<file path="src/sts1pj_defs.svh">
// How it works
// - empty buffer inserts one dummy byte
// - dummy byte sits right after H3
// - stuff frame inverts increment indicator bits
// - next frame restores bits, pointer plus one
// - full buffer moves payload byte, never drops
// - moved payload byte rides in H3 slot
// - negative frame inverts decrement indicator bits
// - next frame restores bits, pointer minus one
// - pointer is low ten bits, above 0x30F invalid
// - pointer zero puts J1 after H3
`ifndef STS1PJ_DEFS_SVH
`define STS1PJ_DEFS_SVH

// ----------------------------------------
// frame geometry
// ----------------------------------------
`define STS1PJ_ROWS      4'h9
`define STS1PJ_COLS      7'h5A
`define STS1PJ_TOH_COLS  7'h03
`define STS1PJ_PTR_ROW   4'h3
`define STS1PJ_H1_COL    7'h00
`define STS1PJ_H2_COL    7'h01
`define STS1PJ_H3_COL    7'h02

// ----------------------------------------
// pointer word
// ----------------------------------------
`define STS1PJ_NDF_NORM  4'h6
`define STS1PJ_SS_BITS   2'h0
`define STS1PJ_PTR_MAX   10'h30F
`define STS1PJ_PTR_RST   10'h000
`define STS1PJ_I_MASK    10'h2AA
`define STS1PJ_D_MASK    10'h155
`define STS1PJ_STUFF     8'h00
`define STS1PJ_IDLE_TOH  8'h00

`endif

</file>
<file path="src/sts1pj_pkg.sv">
package sts1pj_pkg;

  typedef enum logic [1:0] {
    ADJ_NONE,
    ADJ_INC,
    ADJ_DEC
  } sts1pj_adj_t;

  typedef struct packed {
    logic       valid;
    logic       frameStart;
    logic [7:0] data;
  } sts1pj_byte_t;

endpackage

</file>
<file path="src/sts1pj_slip_buffer.sv">
`timescale 1ns/1ps
`default_nettype none

module sts1pj_slip_buffer #(
  parameter int WIDTH = 8,
  parameter int DEPTH = 16,
  parameter int AW    = $clog2(DEPTH)
) (
  // clock and reset
  input  wire logic             sys_clk,
  input  wire logic             rst_n,
  // fill side
  input  wire logic             wrValid,
  input  wire logic [WIDTH-1:0] wrData,
  output logic                  wrReady,
  // drain side
  input  wire logic             rdTake,
  output logic                  rdValid,
  output logic [WIDTH-1:0]      rdData,
  output logic [AW:0]           fill
);

  logic [WIDTH-1:0] mem [DEPTH];
  logic [AW-1:0]    wrPtr_r;
  logic [AW-1:0]    wrPtr_nxt;
  logic [AW-1:0]    rdPtr_r;
  logic [AW-1:0]    rdPtr_nxt;
  logic [AW:0]      fill_r;
  logic [AW:0]      fill_nxt;
  logic             doWr;
  logic             doRd;

  assign wrReady = (fill_r != DEPTH[AW:0]);
  assign rdValid = (fill_r != '0);
  assign rdData  = mem[rdPtr_r];
  assign fill    = fill_r;

  // ----------------------------------------
  // pointers
  // ----------------------------------------
  always_comb begin
    doWr      = wrValid && wrReady;
    doRd      = rdTake && rdValid;
    wrPtr_nxt = wrPtr_r;
    rdPtr_nxt = rdPtr_r;
    fill_nxt  = fill_r;
    if (doWr) begin
      wrPtr_nxt = (wrPtr_r == AW'(DEPTH - 1)) ? '0 : wrPtr_r + 1'b1;
    end
    if (doRd) begin
      rdPtr_nxt = (rdPtr_r == AW'(DEPTH - 1)) ? '0 : rdPtr_r + 1'b1;
    end
    if (doWr && !doRd) begin
      fill_nxt = fill_r + 1'b1;
    end else if (doRd && !doWr) begin
      fill_nxt = fill_r - 1'b1;
    end
  end

  always_ff @(posedge sys_clk or negedge rst_n) begin
    if (!rst_n) begin
      wrPtr_r <= '0;
      rdPtr_r <= '0;
      fill_r  <= '0;
    end else begin
      wrPtr_r <= wrPtr_nxt;
      rdPtr_r <= rdPtr_nxt;
      fill_r  <= fill_nxt;
    end
  end

  // storage has no reset; contents are don't-care until written
  always_ff @(posedge sys_clk) begin
    if (doWr) begin
      mem[wrPtr_r] <= wrData;
    end
  end

endmodule

`default_nettype wire

</file>
<file path="src/sts1pj_justifier.sv">
`timescale 1ns/1ps
`default_nettype none
`include "sts1pj_defs.svh"

module sts1pj_justifier #(
  parameter int          DEPTH     = 16,
  parameter int          LOW_MARK  = 2,
  parameter int          HIGH_MARK = 14,
  parameter logic [9:0]  INIT_PTR  = `STS1PJ_PTR_RST
) (
  // clock and reset
  input  wire logic                 sys_clk,
  input  wire logic                 rst_n,
  // incoming payload bytes (write side)
  input  wire logic                 inValid,
  input  wire logic [7:0]           inByte,
  output logic                      inReady,
  // outgoing byte slots (read side)
  input  wire logic                 slotTick,
  output sts1pj_pkg::sts1pj_byte_t  streamOut,
  // status
  output logic [9:0]                ptrValue,
  output logic                      ptrValid,
  output logic                      incEvent,
  output logic                      decEvent
);

  localparam int AW = $clog2(DEPTH);

  logic [3:0]                  row_r;
  logic [3:0]                  row_nxt;
  logic [6:0]                  col_r;
  logic [6:0]                  col_nxt;
  logic [9:0]                  ptr_r;
  logic [9:0]                  ptr_nxt;
  sts1pj_pkg::sts1pj_adj_t     mode_r;
  sts1pj_pkg::sts1pj_adj_t     mode_nxt;
  sts1pj_pkg::sts1pj_byte_t    out_r;
  sts1pj_pkg::sts1pj_byte_t    out_nxt;
  logic                        incEv_r;
  logic                        incEv_nxt;
  logic                        decEv_r;
  logic                        decEv_nxt;
  logic                        popReq;
  logic                        bufValid;
  logic [7:0]                  bufByte;
  logic [AW:0]                 fill;
  logic                        frameTop;
  logic                        ptrRow;
  logic                        isH1;
  logic                        isH2;
  logic                        isH3;
  logic                        isStuffSlot;
  logic [9:0]                  ptrWord;

  sts1pj_slip_buffer #(
    .WIDTH (8),
    .DEPTH (DEPTH)
  ) u_buf (
    .sys_clk (sys_clk),
    .rst_n   (rst_n),
    .wrValid (inValid),
    .wrData  (inByte),
    .wrReady (inReady),
    .rdTake  (popReq),
    .rdValid (bufValid),
    .rdData  (bufByte),
    .fill    (fill)
  );

  // ----------------------------------------
  // slot decode
  // ----------------------------------------
  assign frameTop    = (row_r == 4'h0) && (col_r == 7'h00);
  assign ptrRow      = (row_r == `STS1PJ_PTR_ROW);
  assign isH1        = ptrRow && (col_r == `STS1PJ_H1_COL);
  assign isH2        = ptrRow && (col_r == `STS1PJ_H2_COL);
  assign isH3        = ptrRow && (col_r == `STS1PJ_H3_COL);
  assign isStuffSlot = ptrRow && (col_r == `STS1PJ_TOH_COLS) && (mode_r == sts1pj_pkg::ADJ_INC);

  always_comb begin
    unique case (mode_r)
      sts1pj_pkg::ADJ_INC: ptrWord = ptr_r ^ `STS1PJ_I_MASK;
      sts1pj_pkg::ADJ_DEC: ptrWord = ptr_r ^ `STS1PJ_D_MASK;
      sts1pj_pkg::ADJ_NONE: ptrWord = ptr_r;
      // unused enum code: send the plain word rather than latch
      default:              ptrWord = ptr_r;
    endcase
  end

  // payload moves into H3, not dropped
  always_comb begin
    popReq = 1'b0;
    if (slotTick) begin
      if (isH3) begin
        popReq = (mode_r == sts1pj_pkg::ADJ_DEC);
      end else if (col_r >= `STS1PJ_TOH_COLS) begin
        popReq = !isStuffSlot;
      end
    end
  end

  // ----------------------------------------
  // frame position, pointer and adjust decision
  // ----------------------------------------
  always_comb begin
    row_nxt   = row_r;
    col_nxt   = col_r;
    ptr_nxt   = ptr_r;
    mode_nxt  = mode_r;
    incEv_nxt = 1'b0;
    decEv_nxt = 1'b0;
    if (slotTick) begin
      if (col_r == `STS1PJ_COLS - 7'h01) begin
        col_nxt = 7'h00;
        row_nxt = (row_r == `STS1PJ_ROWS - 4'h1) ? 4'h0 : row_r + 4'h1;
      end else begin
        col_nxt = col_r + 7'h01;
      end
      if (frameTop) begin
        mode_nxt = sts1pj_pkg::ADJ_NONE;
        if (mode_r == sts1pj_pkg::ADJ_INC) begin
          ptr_nxt = (ptr_r >= `STS1PJ_PTR_MAX) ? 10'h000 : ptr_r + 10'h001;
        end else if (mode_r == sts1pj_pkg::ADJ_DEC) begin
          ptr_nxt = (ptr_r == 10'h000) ? `STS1PJ_PTR_MAX : ptr_r - 10'h001;
        // near-empty buffer asks for a stuff
        end else if (fill < (AW+1)'(LOW_MARK)) begin
          mode_nxt  = sts1pj_pkg::ADJ_INC;
          incEv_nxt = 1'b1;
        end else if (fill > (AW+1)'(HIGH_MARK)) begin
          mode_nxt  = sts1pj_pkg::ADJ_DEC;
          decEv_nxt = 1'b1;
        end
      end
    end
  end

  // ----------------------------------------
  // outgoing byte
  // ----------------------------------------
  always_comb begin
    out_nxt            = out_r;
    out_nxt.valid      = slotTick;
    out_nxt.frameStart = slotTick && frameTop;
    if (slotTick) begin
      if (isH1) begin
        out_nxt.data = {`STS1PJ_NDF_NORM, `STS1PJ_SS_BITS, ptrWord[9:8]};
      end else if (isH2) begin
        out_nxt.data = ptrWord[7:0];
      end else if (isStuffSlot) begin
        out_nxt.data = `STS1PJ_STUFF;
      // offset zero is the slot after H3
      end else if (popReq) begin
        out_nxt.data = bufValid ? bufByte : `STS1PJ_STUFF;
      end else begin
        out_nxt.data = `STS1PJ_IDLE_TOH;
      end
    end
  end

  always_ff @(posedge sys_clk or negedge rst_n) begin
    if (!rst_n) begin
      row_r   <= 4'h0;
      col_r   <= 7'h00;
      ptr_r   <= INIT_PTR;
      mode_r  <= sts1pj_pkg::ADJ_NONE;
      out_r   <= '0;
      incEv_r <= 1'b0;
      decEv_r <= 1'b0;
    end else begin
      row_r   <= row_nxt;
      col_r   <= col_nxt;
      ptr_r   <= ptr_nxt;
      mode_r  <= mode_nxt;
      out_r   <= out_nxt;
      incEv_r <= incEv_nxt;
      decEv_r <= decEv_nxt;
    end
  end

  assign streamOut = out_r;
  assign ptrValue  = ptr_r;
  assign ptrValid  = (ptr_r <= `STS1PJ_PTR_MAX);
  assign incEvent  = incEv_r;
  assign decEvent  = decEv_r;
endmodule

`default_nettype wire

</file>
<file path="config.mk">
export PLATFORM = sky130hd
export DESIGN_NAME = sts1pj_justifier
export DESIGN_NICKNAME = d
export VERILOG_FILES = /design/src/sts1pj_pkg.sv /design/src/sts1pj_slip_buffer.sv /design/src/sts1pj_justifier.sv
export VERILOG_INCLUDE_DIRS = /design/src
export SDC_FILE = /design/constraint.sdc
export NUM_CORES = 1
export LEC_CHECK = 0
export ABC_CLOCK_PERIOD_IN_PS = 3100
export BUFFER_PORTS_ARGS = -buffer_cell sky130_fd_sc_hd__buf_2
export CAP_MARGIN = 15
export CORE_MARGIN = 1.5
export CORE_UTILIZATION = 56
export CTS_CLUSTER_SIZE = 25
export DETAILED_ROUTE_END_ITERATION = 10
export PLACE_DENSITY = 0.86
export SLEW_MARGIN = 20
export SYNTH_ARGS = -nofsm -noshare
export SYNTH_HDL_FRONTEND = slang
export SYNTH_SLANG_ARGS = --single-unit
</file>
<file path="constraint.sdc">
create_clock -name sys_clk -period 3.1 [get_ports sys_clk]
set_clock_uncertainty 0.05 [all_clocks]
set_input_delay 0.465 -clock sys_clk [delete_from_list [all_inputs] [get_ports sys_clk]]
set_output_delay 0.465 -clock sys_clk [all_outputs]
set_load 0.02 [all_outputs]
</file>
==> results.cfg, run 1 <==
[clocking]
cts_tree = yes
cts-buffers-inserted = 17
cts.htree.levels = 4
clkLatencyLatePin_ns = 0.43
clock_path_buffers = 2
cts.clk_slew.worst_paths_ns = 0.07
clock_sinks = 176
cts-root-buf = sky130_fd_sc_hd__clkbuf_16

[finish]
insertedDiodeCount = 0
fill_cells = 994
mostFrequentLayoutCells = 128 x sky130_fd_sc_hd__edfxtp_1, 47 x sky130_fd_sc_hd__dfrtp_1, 45 x sky130_fd_sc_hd__nand2_1, 36 x sky130_fd_sc_hd__nor2_1, 35 x sky130_fd_sc_hd__buf_2
finalCoreUtilization = 0.646
total_number_of_nets_in_the_final_design = 658
area_growth_syn_to_layout_pct = 11.5
leading_cell_type_in_the_layout_fill_and_taps_excluded = sky130_fd_sc_hd__edfxtp_1
fraction_of_final_layout_cells_sized_beyond_drive_strength_1 = 0.205

[routing]
drt-total-wl_um = 18000
drtPass1Iterations = 5
routed_wire_length_per_instance_um = 22.0
drc = 0
drt_iter0_drc = 759
postRouteAntennaNets = 0
route.vias.total = 5394
vias_per_cell = 6.59

[floorplanning]
die-area_um2 = 15200
floorplan.core_area_um2 = 14000
initial_cell_density_of_the_core = 0.579
boundaryPins = 36
die_width_um = 123
fp.dieH_um = 123
std_cell_rows = 43

[critical_path]
register_to_register_setup_slack_ns = 0.14
worst-endpoint-arrival_ns = 3.22
dominant_cell_type_by_count_on_the_critical_path = sky130_fd_sc_hd__ha_2
worst-path-max-fanout = 5
worstPathRequired_ns = 3.36
reg2reg_from = row_r[0]
timing.critical_path.from_type = register
critical_path.slowest_cell = sky130_fd_sc_hd__or3b_2
slowest_stage_delay_on_critical_path_ns = 0.49
worst-r2r-cell-count = 13
worst_setup_path_end_kind = register
worstSetupPathType = register to register
path_cells = ha_2, or3b_2, o22ai_2, a31oi_1, inv_1, ha_2, inv_2, fa_2, a21o_1, a21oi_1, xnor2_1, nor2_1, xor2_1
worstReg2RegEnd = u_buf.fill[4]

[sta]
timing.slew.headroom = 0.458
achievable-frequency_mhz = 338
fin_crit_ns = 2.96
worst_hold_slack_ns = 0.0513
hold_viol = 0
timing.final.max_slew_violations = 0
worst_slew_pin_tran_ns = 0.810
setup_violations = 0
post-route-period-util = 0.956

[grt]
grt.overflow.total = 0
track_usage = 0.253
largest_net_degree_at_the_start_of_global_routing = 37
grt_pass1_vias = 5241
initial_antenna_violation_count = 0
global_route_wire_length_before_repair_um = 28200

[synth]
mappedNetlistNets = 629
syn-mean-instance-area_um2 = 13.6
netlist_top_cells_area = sky130_fd_sc_hd__edfxtp_1 47%, sky130_fd_sc_hd__dfrtp_1 15%, sky130_fd_sc_hd__mux4_2 8.9%
syn_inst = 597
synth_largest_type_area_fraction = 0.474
synth_seq_area_share = 0.623
synth_top_cell_by_area = sky130_fd_sc_hd__edfxtp_1
yosys_register_bits = 176
ys.warnings.count = 0
async_reset_ff_frac = 0.273
synth.distinct_cells = 64
post_synthesis_instance_area_um2 = 8100
synth-edff-count = 128
ys_dominant_reg_cell = sky130_fd_sc_hd__edfxtp_1

[placed_design]
routabilityCongestion = 0.923
dp_hpwl_um = 11700
portBuffers = 35

[job]
max-cap-violations = 0

[status]
run_status = finished, final reports clean

[power_and_ir_drop]
power.density_cell_area_nw_per_um2 = 904
total_leakage_power_nw = 3.25
ir_worst_vdd_mv = 0.530
report.power.total_mw = 8.16

[hold_path]
hold_class = input port to async pin
## final cells by class
class                      instances  area (um2)  share of cell area
sequential                       176        5050               0.559
multi-input combinational        362        2860               0.316
clock buffer                      19         433              0.0479
timing repair buffer              47         265              0.0294
tap                              180         225              0.0249
clock inverter                    13         126              0.0140
inverter                          22        82.6             0.00914
## Yosys cell counts, drive strengths merged, types with 3 or more instances
cell / count
mux4: 32
a22oi: 9
o21ai: 23
or3: 5
dfrtp: 48
o22ai: 5
buf: 15
nor2: 37
nor2b: 5
xnor2: 6
a21oi: 24
o21a: 5
a211oi: 4
ha: 19
or4: 5
edfxtp: 128
a31oi: 7
nand4: 3
o2111ai: 5
and2: 3
nor4: 6
mux2: 5
xor2: 3
o31ai: 4
o221ai: 4
clkbuf: 22
and3: 10
nor3: 16
a21o: 7
inv: 22
nand3: 29
nand2b: 6
nand2: 45
## cells by family (layout without fill, tap and decap cells)
group	Yosys count	count (layout)	share of synthesized area
DFF	176	176	0.623
xor gates and xnor gates	9	9	0.00973
buffers and inverters	59	101	0.0297
muxes	39	39	0.0984
and+or+nand+nor	180	180	0.114
adders and majority gates	20	20	0.0318
AOI/OAI and AO/OA	114	114	0.0937
## how the worst max path moves through the flow
stage / startpoint / end / cells past startpoint
3_3_place_gp: row_r[0] / u_buf.fill[4] / 13
6_report: row_r[0] / u_buf.fill[4] / 13
3_5_place_dp: row_r[0] / u_buf.fill[4] / 13
4_1_cts: row_r[0] / u_buf.fill[4] / 13
5_1_grt: row_r[0] / u_buf.fill[4] / 13
2_1_floorplan: row_r[0] / u_buf.fill[4] / 13
## metal layers
metal,global-route usage,vias to the layer above,share of wire,wire [um]
met2,0.437,295,0.52,9380
met3,0.0540,45,0.071,1280
met5,0,-,0,0
met4,0.0826,0,0.022,394
li1,-,2352,-,-
met1,0.321,2702,0.39,6930
## state kept, by name, indices dropped and copies added (netlist names)
name / flops
decEvent: 1
u_buf.rdPtr_r: 4
incEvent: 1
u_buf.wrPtr_r: 4
u_buf.fill: 5
row_r: 4
mode_r: 2
ptrValue: 10
streamOut: 10
col_r: 7
u_buf.mem: 128
## repair_timing
action	in CTS	in global routing
endpoints found under the setup margin	0	1
endpoints found under the hold margin	0	0
hold buffers	0	0
resized for setup	0	6
buffers inserted	0	1
## per-stage QoR
step / setup slack [ns] / instance area [um2] / std cells / setup TNS [ns]
after floorplan: 0.230 / 8100 / 597 / 0
after global placement: 0.171 / 8430 / 786 / 0
after detailed placement: 0.0821 / 8430 / 786 / 0
after CTS: 0.0400 / 8990 / 818 / 0
after global routing: -0.00799 / 9030 / 819 / -0.00799
final: 0.137 / 9030 / 819 / 0
## critical path, delay by kind of cell, from the launching register on
kind	cells	cell delay, ns
DFF	1	0.41
AOI/OAI and AO/OA	4	0.59
xor gates and xnor gates	2	0.27
buffers and inverters	2	0.16
adders and majority gates	3	0.78
and+or+nand+nor	2	0.57
## report_power, final
part / total (mW) / switching, mW / internal, mW
logic: 2.77 / 1.58 / 1.19
registers: 3.35 / 0.450 / 2.90
clock network: 2.05 / 0.927 / 1.12
total: 8.16 / 2.95 / 5.21
No activity file was read; power rests on OpenSTA's default activity.
==> inputs of run 2 (changes only) <==
SYNTH_HIERARCHICAL = 1   (was not set)
==> run 2 against run 1 <==
Against the previous run:
- cell area grew 2.9%
- sequential share of layout area shrank 1.6 points
- area after synthesis grew 1.5%
- clock-buffer cell count shrank 2
- fmax grew 0.45%
- largest cell class unchanged
- cell count grew 2.4%
- total power shrank 7.1%
- first-iteration DRC count shrank 25%
==> results.cfg, run 2 <==
[status]
run_status = finished, final reports clean

[synth]
netlist_top_cells_area = sky130_fd_sc_hd__edfxtp_1 47%, sky130_fd_sc_hd__dfrtp_1 15%, sky130_fd_sc_hd__mux4_2 6.6%
synth_largest_type_area_fraction = 0.467
synth_seq_area_share = 0.613
ys_dominant_reg_cell = sky130_fd_sc_hd__edfxtp_1
syn_inst = 597
synth-edff-count = 128
synth_top_cell_by_area = sky130_fd_sc_hd__edfxtp_1
post_synthesis_instance_area_um2 = 8230
synth.distinct_cells = 69
yosys_register_bits = 176
async_reset_ff_frac = 0.273
post-synth-top-count-cell = sky130_fd_sc_hd__edfxtp_1
mappedNetlistNets = 629
syn-mean-instance-area_um2 = 13.8
synth_common_cells = 128 x sky130_fd_sc_hd__edfxtp_1, 48 x sky130_fd_sc_hd__dfrtp_1, 36 x sky130_fd_sc_hd__nor2_1
ys.warnings.count = 6

[routing]
drc = 0
drt_iter0_drc = 572
wl_met3_um = 1220
met2RoutedLength_um = 9600
route.vias.total = 5434
postRouteAntennaNets = 0
vias_per_cell = 6.48
drt-total-wl_um = 18500
drtPass1Iterations = 5
routedLengthMet1_um = 7260
routed.top_layer = met4
routed_wire_length_per_instance_um = 22.0

[sta]
post-route-period-util = 0.951
achievable-frequency_mhz = 339
worst_slew_pin_tran_ns = 1.05
rsz0062_at_grt = no
timing.final.max_slew_violations = 0
timing.slew.headroom = 0.301
setup_violations = 0
fin_crit_ns = 2.95
hold_viol = 0

[job]
max-cap-violations = 0

[finish]
total_number_of_nets_in_the_final_design = 674
largest_reg_flops = 128
fill_cells = 995
registers.top_by_ff_count = u_buf/mem
insertedDiodeCount = 0
finalCoreUtilization = 0.645
fraction_of_final_layout_cells_sized_beyond_drive_strength_1 = 0.208
leading_cell_type_in_the_layout_fill_and_taps_excluded = sky130_fd_sc_hd__edfxtp_1
area_growth_syn_to_layout_pct = 13.0
mostFrequentLayoutCells = 128 x sky130_fd_sc_hd__edfxtp_1, 47 x sky130_fd_sc_hd__dfrtp_1, 36 x sky130_fd_sc_hd__nor2_1, 35 x sky130_fd_sc_hd__buf_2, 32 x sky130_fd_sc_hd__nand2_1
fin_area_um2 = 9300

[power_and_ir_drop]
report.power.total_mw = 7.58
total_leakage_power_nw = 3.45
power.density_cell_area_nw_per_um2 = 816
ir_worst_vdd_mv = 0.585

[clocking]
cts_tree = yes
cts.clk_slew.worst_paths_ns = 0.07
cts-root-buf = sky130_fd_sc_hd__clkbuf_16
clkLatencyLatePin_ns = 0.43
cts-buffers-inserted = 17
cts.htree.levels = 4
clock_path_buffers = 2
clock_sinks = 176

[critical_path]
worst-r2r-cell-count = 13
worst_setup_path_end_kind = register
register_to_register_setup_slack_ns = 0.15
worstPathRequired_ns = 3.40
timing.critical_path.from_type = register
reg2reg_from = col_r[0]
worstSetupPathType = register to register
worst-endpoint-arrival_ns = 3.25
worst-path-max-fanout = 5
worstReg2RegEnd = u_buf/fill[4]

[floorplanning]
die_width_um = 124
boundaryPins = 36
initial_cell_density_of_the_core = 0.570
std_cell_rows = 44
floorplan.core_area_um2 = 14400
fp.dieH_um = 124
die-area_um2 = 15400

[grt]
grt.overflow.total = 0
initial_antenna_violation_count = 0
global_route_wire_length_before_repair_um = 28900
grt_pass1_vias = 5325
largest_net_degree_at_the_start_of_global_routing = 39
track_usage = 0.245

[placed_design]
dp_hpwl_um = 12300
placed_instance_area_um2 = 8660
portBuffers = 35
routabilityCongestion = 0.924

[hold_path]
hold_class = input port to async pin
run 2: kinds of logic after synthesis:
kind of cell | share of synthesized area
flops | 0.613
xor+xnor | 0.00639
simple gates | 0.0966
mux | 0.109
fa+ha+maj | 0.0313
compound gates | 0.115
buf+inv | 0.0281
run 2: what timing repair did:
action                     CTS  global route
hold buffers                 0             0
setup endpoints to repair    1             2
pin swaps                    0             1
resized for setup            1             4
setup buffers                0             1
run 2: routing by layer:
metal	vias up	GRT usage
met2	256	0.431
met4	0	0.0852
met1	2725	0.305
met5	-	0
met3	36	0.0427
li1	2417	-
run 2: stage by stage:
step / setup TNS (ns) / hold WS, ns / setup slack [ns] / instances
3_5_place_dp: -0.104 / 0.454 / -0.104 / 806
4_1_cts: 0 / 0.0781 / 0.0421 / 838
2_1_floorplan: 0 / 0.119 / 0.0646 / 597
3_3_place_gp: 0 / 0.441 / 0.0701 / 806
6_report: 0 / 0.0504 / 0.150 / 839
5_1_grt: 0 / 0.112 / 0.00711 / 839
run 2: where the power goes:
part           leakage (nW)  switching (mW)  internal [mW]  total [mW]
logic                  1.42            1.20          0.981        2.18
clock network         0.291           0.979           1.15        2.13
registers              1.74           0.413           2.86        3.28
run 2: final cells by class:
class	count	area, um2	share of cell area
Clock buffer	17	425	0.0458
Clock inverter	15	170	0.0183
Inverter	18	67.6	0.00727
Multi-Input combinational cell	370	2990	0.322
Sequential cell	176	5050	0.543
Tap cell	184	230	0.0248
Timing Repair Buffer	59	368	0.0396
run 2: how the worst max path moves through the flow:
| stage | startpoint | end | slack [ns] |
|---|---|---|---|
| 2_1_floorplan | col_r[0] | u_buf/fill[4] | 0.06 |
| 3_3_place_gp | row_r[1] | u_buf/fill[4] | 0.07 |
| 3_5_place_dp | row_r[1] | u_buf/fill[4] | -0.10 |
| 4_1_cts | row_r[1] | u_buf/fill[4] | 0.04 |
| 5_1_grt | col_r[0] | u_buf/fill[4] | 0.007 |
| 6_report | col_r[0] | u_buf/fill[4] | 0.15 |
run 2: critical path, stage by stage (launching register included):
cell                      delay [ns]
sky130_fd_sc_hd__dfrtp_1        0.40
sky130_fd_sc_hd__inv_1          0.07
sky130_fd_sc_hd__ha_1           0.21
sky130_fd_sc_hd__a21o_1         0.15
sky130_fd_sc_hd__a21o_1         0.20
sky130_fd_sc_hd__a41oi_4        0.29
sky130_fd_sc_hd__o21ai_4        0.12
sky130_fd_sc_hd__ha_1           0.22
sky130_fd_sc_hd__inv_2          0.10
sky130_fd_sc_hd__ha_1           0.27
sky130_fd_sc_hd__a21o_1         0.20
sky130_fd_sc_hd__a21oi_1        0.19
sky130_fd_sc_hd__mux2i_1        0.24
sky130_fd_sc_hd__xnor2_1        0.14
==> inputs of run 3 (changes only) <==
--- a/config.mk
+++ b/config.mk
@@ -16,2 +16,3 @@
 export PLACE_DENSITY = 0.86
+export SKIP_LAST_GASP = 1
 export SLEW_MARGIN = 20
==> constraint.sdc (replaced) <==
create_clock -name sys_clk -period 3.1 [get_ports sys_clk]
set_clock_uncertainty 0.05 [all_clocks]
set_input_delay 0.155 -clock sys_clk [delete_from_list [all_inputs] [get_ports sys_clk]]
set_output_delay 0.155 -clock sys_clk [all_outputs]
set_load 0.02 [all_outputs]
==> run 3 against run 2 <==
Against the previous run:
- die area stayed put
- wire length grew 3.3%
- fmax down 0.85%
- critical path type unchanged
- critical endpoint unchanged
==> results.cfg, run 3 (synthesized netlist as in run 2, its figures left out) <==
[status]
run_status = finished, final reports clean

[sta]
hold_viol = 0
setup_violations = 0
timing.slew.headroom = 0.304
post-route-period-util = 0.960
achievable-frequency_mhz = 336
worst_hold_slack_ns = 0.0427
worst_slew_pin_tran_ns = 1.04
rsz0062_at_grt = no
total_negative_setup_slacks_ns = 0
fin_crit_ns = 2.97
timing.final.max_slew_violations = 0

[critical_path]
worstPathRequired_ns = 3.41
worst-path-max-fanout = 9
worst-endpoint-arrival_ns = 3.28
worstReg2RegEnd = u_buf/fill[4]
reg2reg_from = col_r[0]
register_to_register_setup_slack_ns = 0.13
worstSetupPathType = register to register
worst-r2r-cell-count = 13
worst_setup_path_end_kind = register
timing.critical_path.from_type = register

[grt]
global_route_wire_length_before_repair_um = 29800
initial_antenna_violation_count = 0
grt_pass1_vias = 5428
grt.overflow.total = 0
largest_net_degree_at_the_start_of_global_routing = 49
track_usage = 0.253

[finish]
mostFrequentLayoutCells = 128 x sky130_fd_sc_hd__edfxtp_1, 46 x sky130_fd_sc_hd__dfrtp_1, 36 x sky130_fd_sc_hd__nor2_1, 34 x sky130_fd_sc_hd__buf_2, 32 x sky130_fd_sc_hd__nand2_1
leading_cell_type_in_the_layout_fill_and_taps_excluded = sky130_fd_sc_hd__edfxtp_1
fraction_of_final_layout_cells_sized_beyond_drive_strength_1 = 0.207
fill_cells = 1008
registers.top_by_ff_count = u_buf/mem
area_growth_syn_to_layout_pct = 12.6
multiInputGateArea_um2 = 2970
sequential_cell_area_um2 = 5050
insertedDiodeCount = 0
total_number_of_nets_in_the_final_design = 672
largest_reg_flops = 128

[hold_path]
hold_start = slotTick
hold_class = input port to register
min_path_cells = 2
worst_hold_path.endpoint = streamOut[9]

[clocking]
cts-root-buf = sky130_fd_sc_hd__clkbuf_16
cts.repair_timing.setup_buffer_count = 0
cts-buffers-inserted = 17
clock_sinks = 176
cts.htree.levels = 4
cts_tree = yes
cts.clk_slew.worst_paths_ns = 0.07
clkLatencyLatePin_ns = 0.44
clock_path_buffers = 2

[routing]
postRouteAntennaNets = 0
drt_iter0_drc = 562
drt-total-wl_um = 19100
routed_wire_length_per_instance_um = 22.8
vias_per_cell = 6.67
drtPass1Iterations = 5
drc = 0
route.vias.total = 5581

[power_and_ir_drop]
power.density_cell_area_nw_per_um2 = 813
total_leakage_power_nw = 3.43
ir_worst_vdd_mv = 0.419
report.power.total_mw = 7.53

[placed_design]
routabilityCongestion = 0.956
portBuffers = 35
dp_hpwl_um = 12600

[job]
max-cap-violations = 0

[floorplanning]
fp.dieH_um = 124
initial_cell_density_of_the_core = 0.570
die_width_um = 124
die-area_um2 = 15400
boundaryPins = 36
std_cell_rows = 44
floorplan.core_area_um2 = 14400
[run 3: changes by cell type in the layout (fill, tap and decap cells not counted), sizes merged]
cell         before  now
buf              59   56
clkinv            5    6
dlygate4sd3       0    1
bufinv            1    0
[run 3: worst max path at each step]
| stage | start | end | slack [ns] | cells after the start |
|---|---|---|---|---|
| finish | col_r[0] | u_buf/fill[4] | 0.13 | 13 |
| CTS | row_r[0] | u_buf/fill[4] | 0.006 | 12 |
| global placement | row_r[0] | u_buf/fill[4] | 0.1 | 12 |
| global route | col_r[0] | u_buf/fill[4] | 0.02 | 13 |
| floorplan | col_r[0] | u_buf/fill[4] | 0.06 | 13 |
| detailed placement | row_r[0] | u_buf/fill[4] | -0.04 | 12 |
[run 3: worst max-delay path, cell delays in order (launching register included)]
cell                      delay (ns)
sky130_fd_sc_hd__dfrtp_2        0.45
sky130_fd_sc_hd__ha_1           0.23
sky130_fd_sc_hd__buf_4          0.17
sky130_fd_sc_hd__a21oi_2        0.14
sky130_fd_sc_hd__a21o_1         0.13
sky130_fd_sc_hd__a41oi_2        0.18
sky130_fd_sc_hd__o21ai_4        0.14
sky130_fd_sc_hd__ha_2           0.23
sky130_fd_sc_hd__inv_2          0.07
sky130_fd_sc_hd__fa_1           0.41
sky130_fd_sc_hd__a21o_1         0.18
sky130_fd_sc_hd__a21oi_1        0.16
sky130_fd_sc_hd__mux2i_1        0.23
sky130_fd_sc_hd__xnor2_1        0.14
[run 3: final cells by class]
cell class	instances	share of cell area
Tap cell	184	0.0249
Inverter	18	0.00730
Sequential cell	176	0.545
Multi-Input combinational cell	370	0.321
Timing Repair Buffer	57	0.0386
Clock inverter	15	0.0174
Clock buffer	17	0.0459
[run 3: what timing repair did]
| item | 4_1_cts | 5_1_grt |
|---|---|---|
| hold buffers | 1 | 0 |
| resized for setup | 1 | 5 |
| setup endpoints to repair | 1 | 2 |
| cloned | 0 | 0 |
| endpoints found under the hold margin | 48 | 0 |
[run 3: stage by stage]
stage / area (um2) / cells / util / worst slack [ns]
after floorplan: 8230 / 597 / - / 0.0646
after global placement: 8640 / 804 / 0.599 / 0.0970
after detailed placement: 8640 / 804 / 0.599 / -0.0424
after CTS: 9240 / 837 / 0.641 / 0.00649
after global routing: 9260 / 837 / 0.642 / 0.0190
final: 9260 / 837 / 0.642 / 0.125
[run 3: metal layers]
metal  vias up  GRT usage  share of wire
met3        44     0.0569          0.069
met4         0     0.0906          0.025
met1      2800      0.319           0.39
met5         -          0              0
met2       323      0.431           0.51
li1       2414          -              -
[run 3: where the power goes]
group          switching [mW]  total (mW)  internal, mW  leakage, nW
registers               0.470        3.34          2.87         1.74
logic                    1.14        2.09         0.953         1.41
clock network            1.02        2.10          1.08        0.286
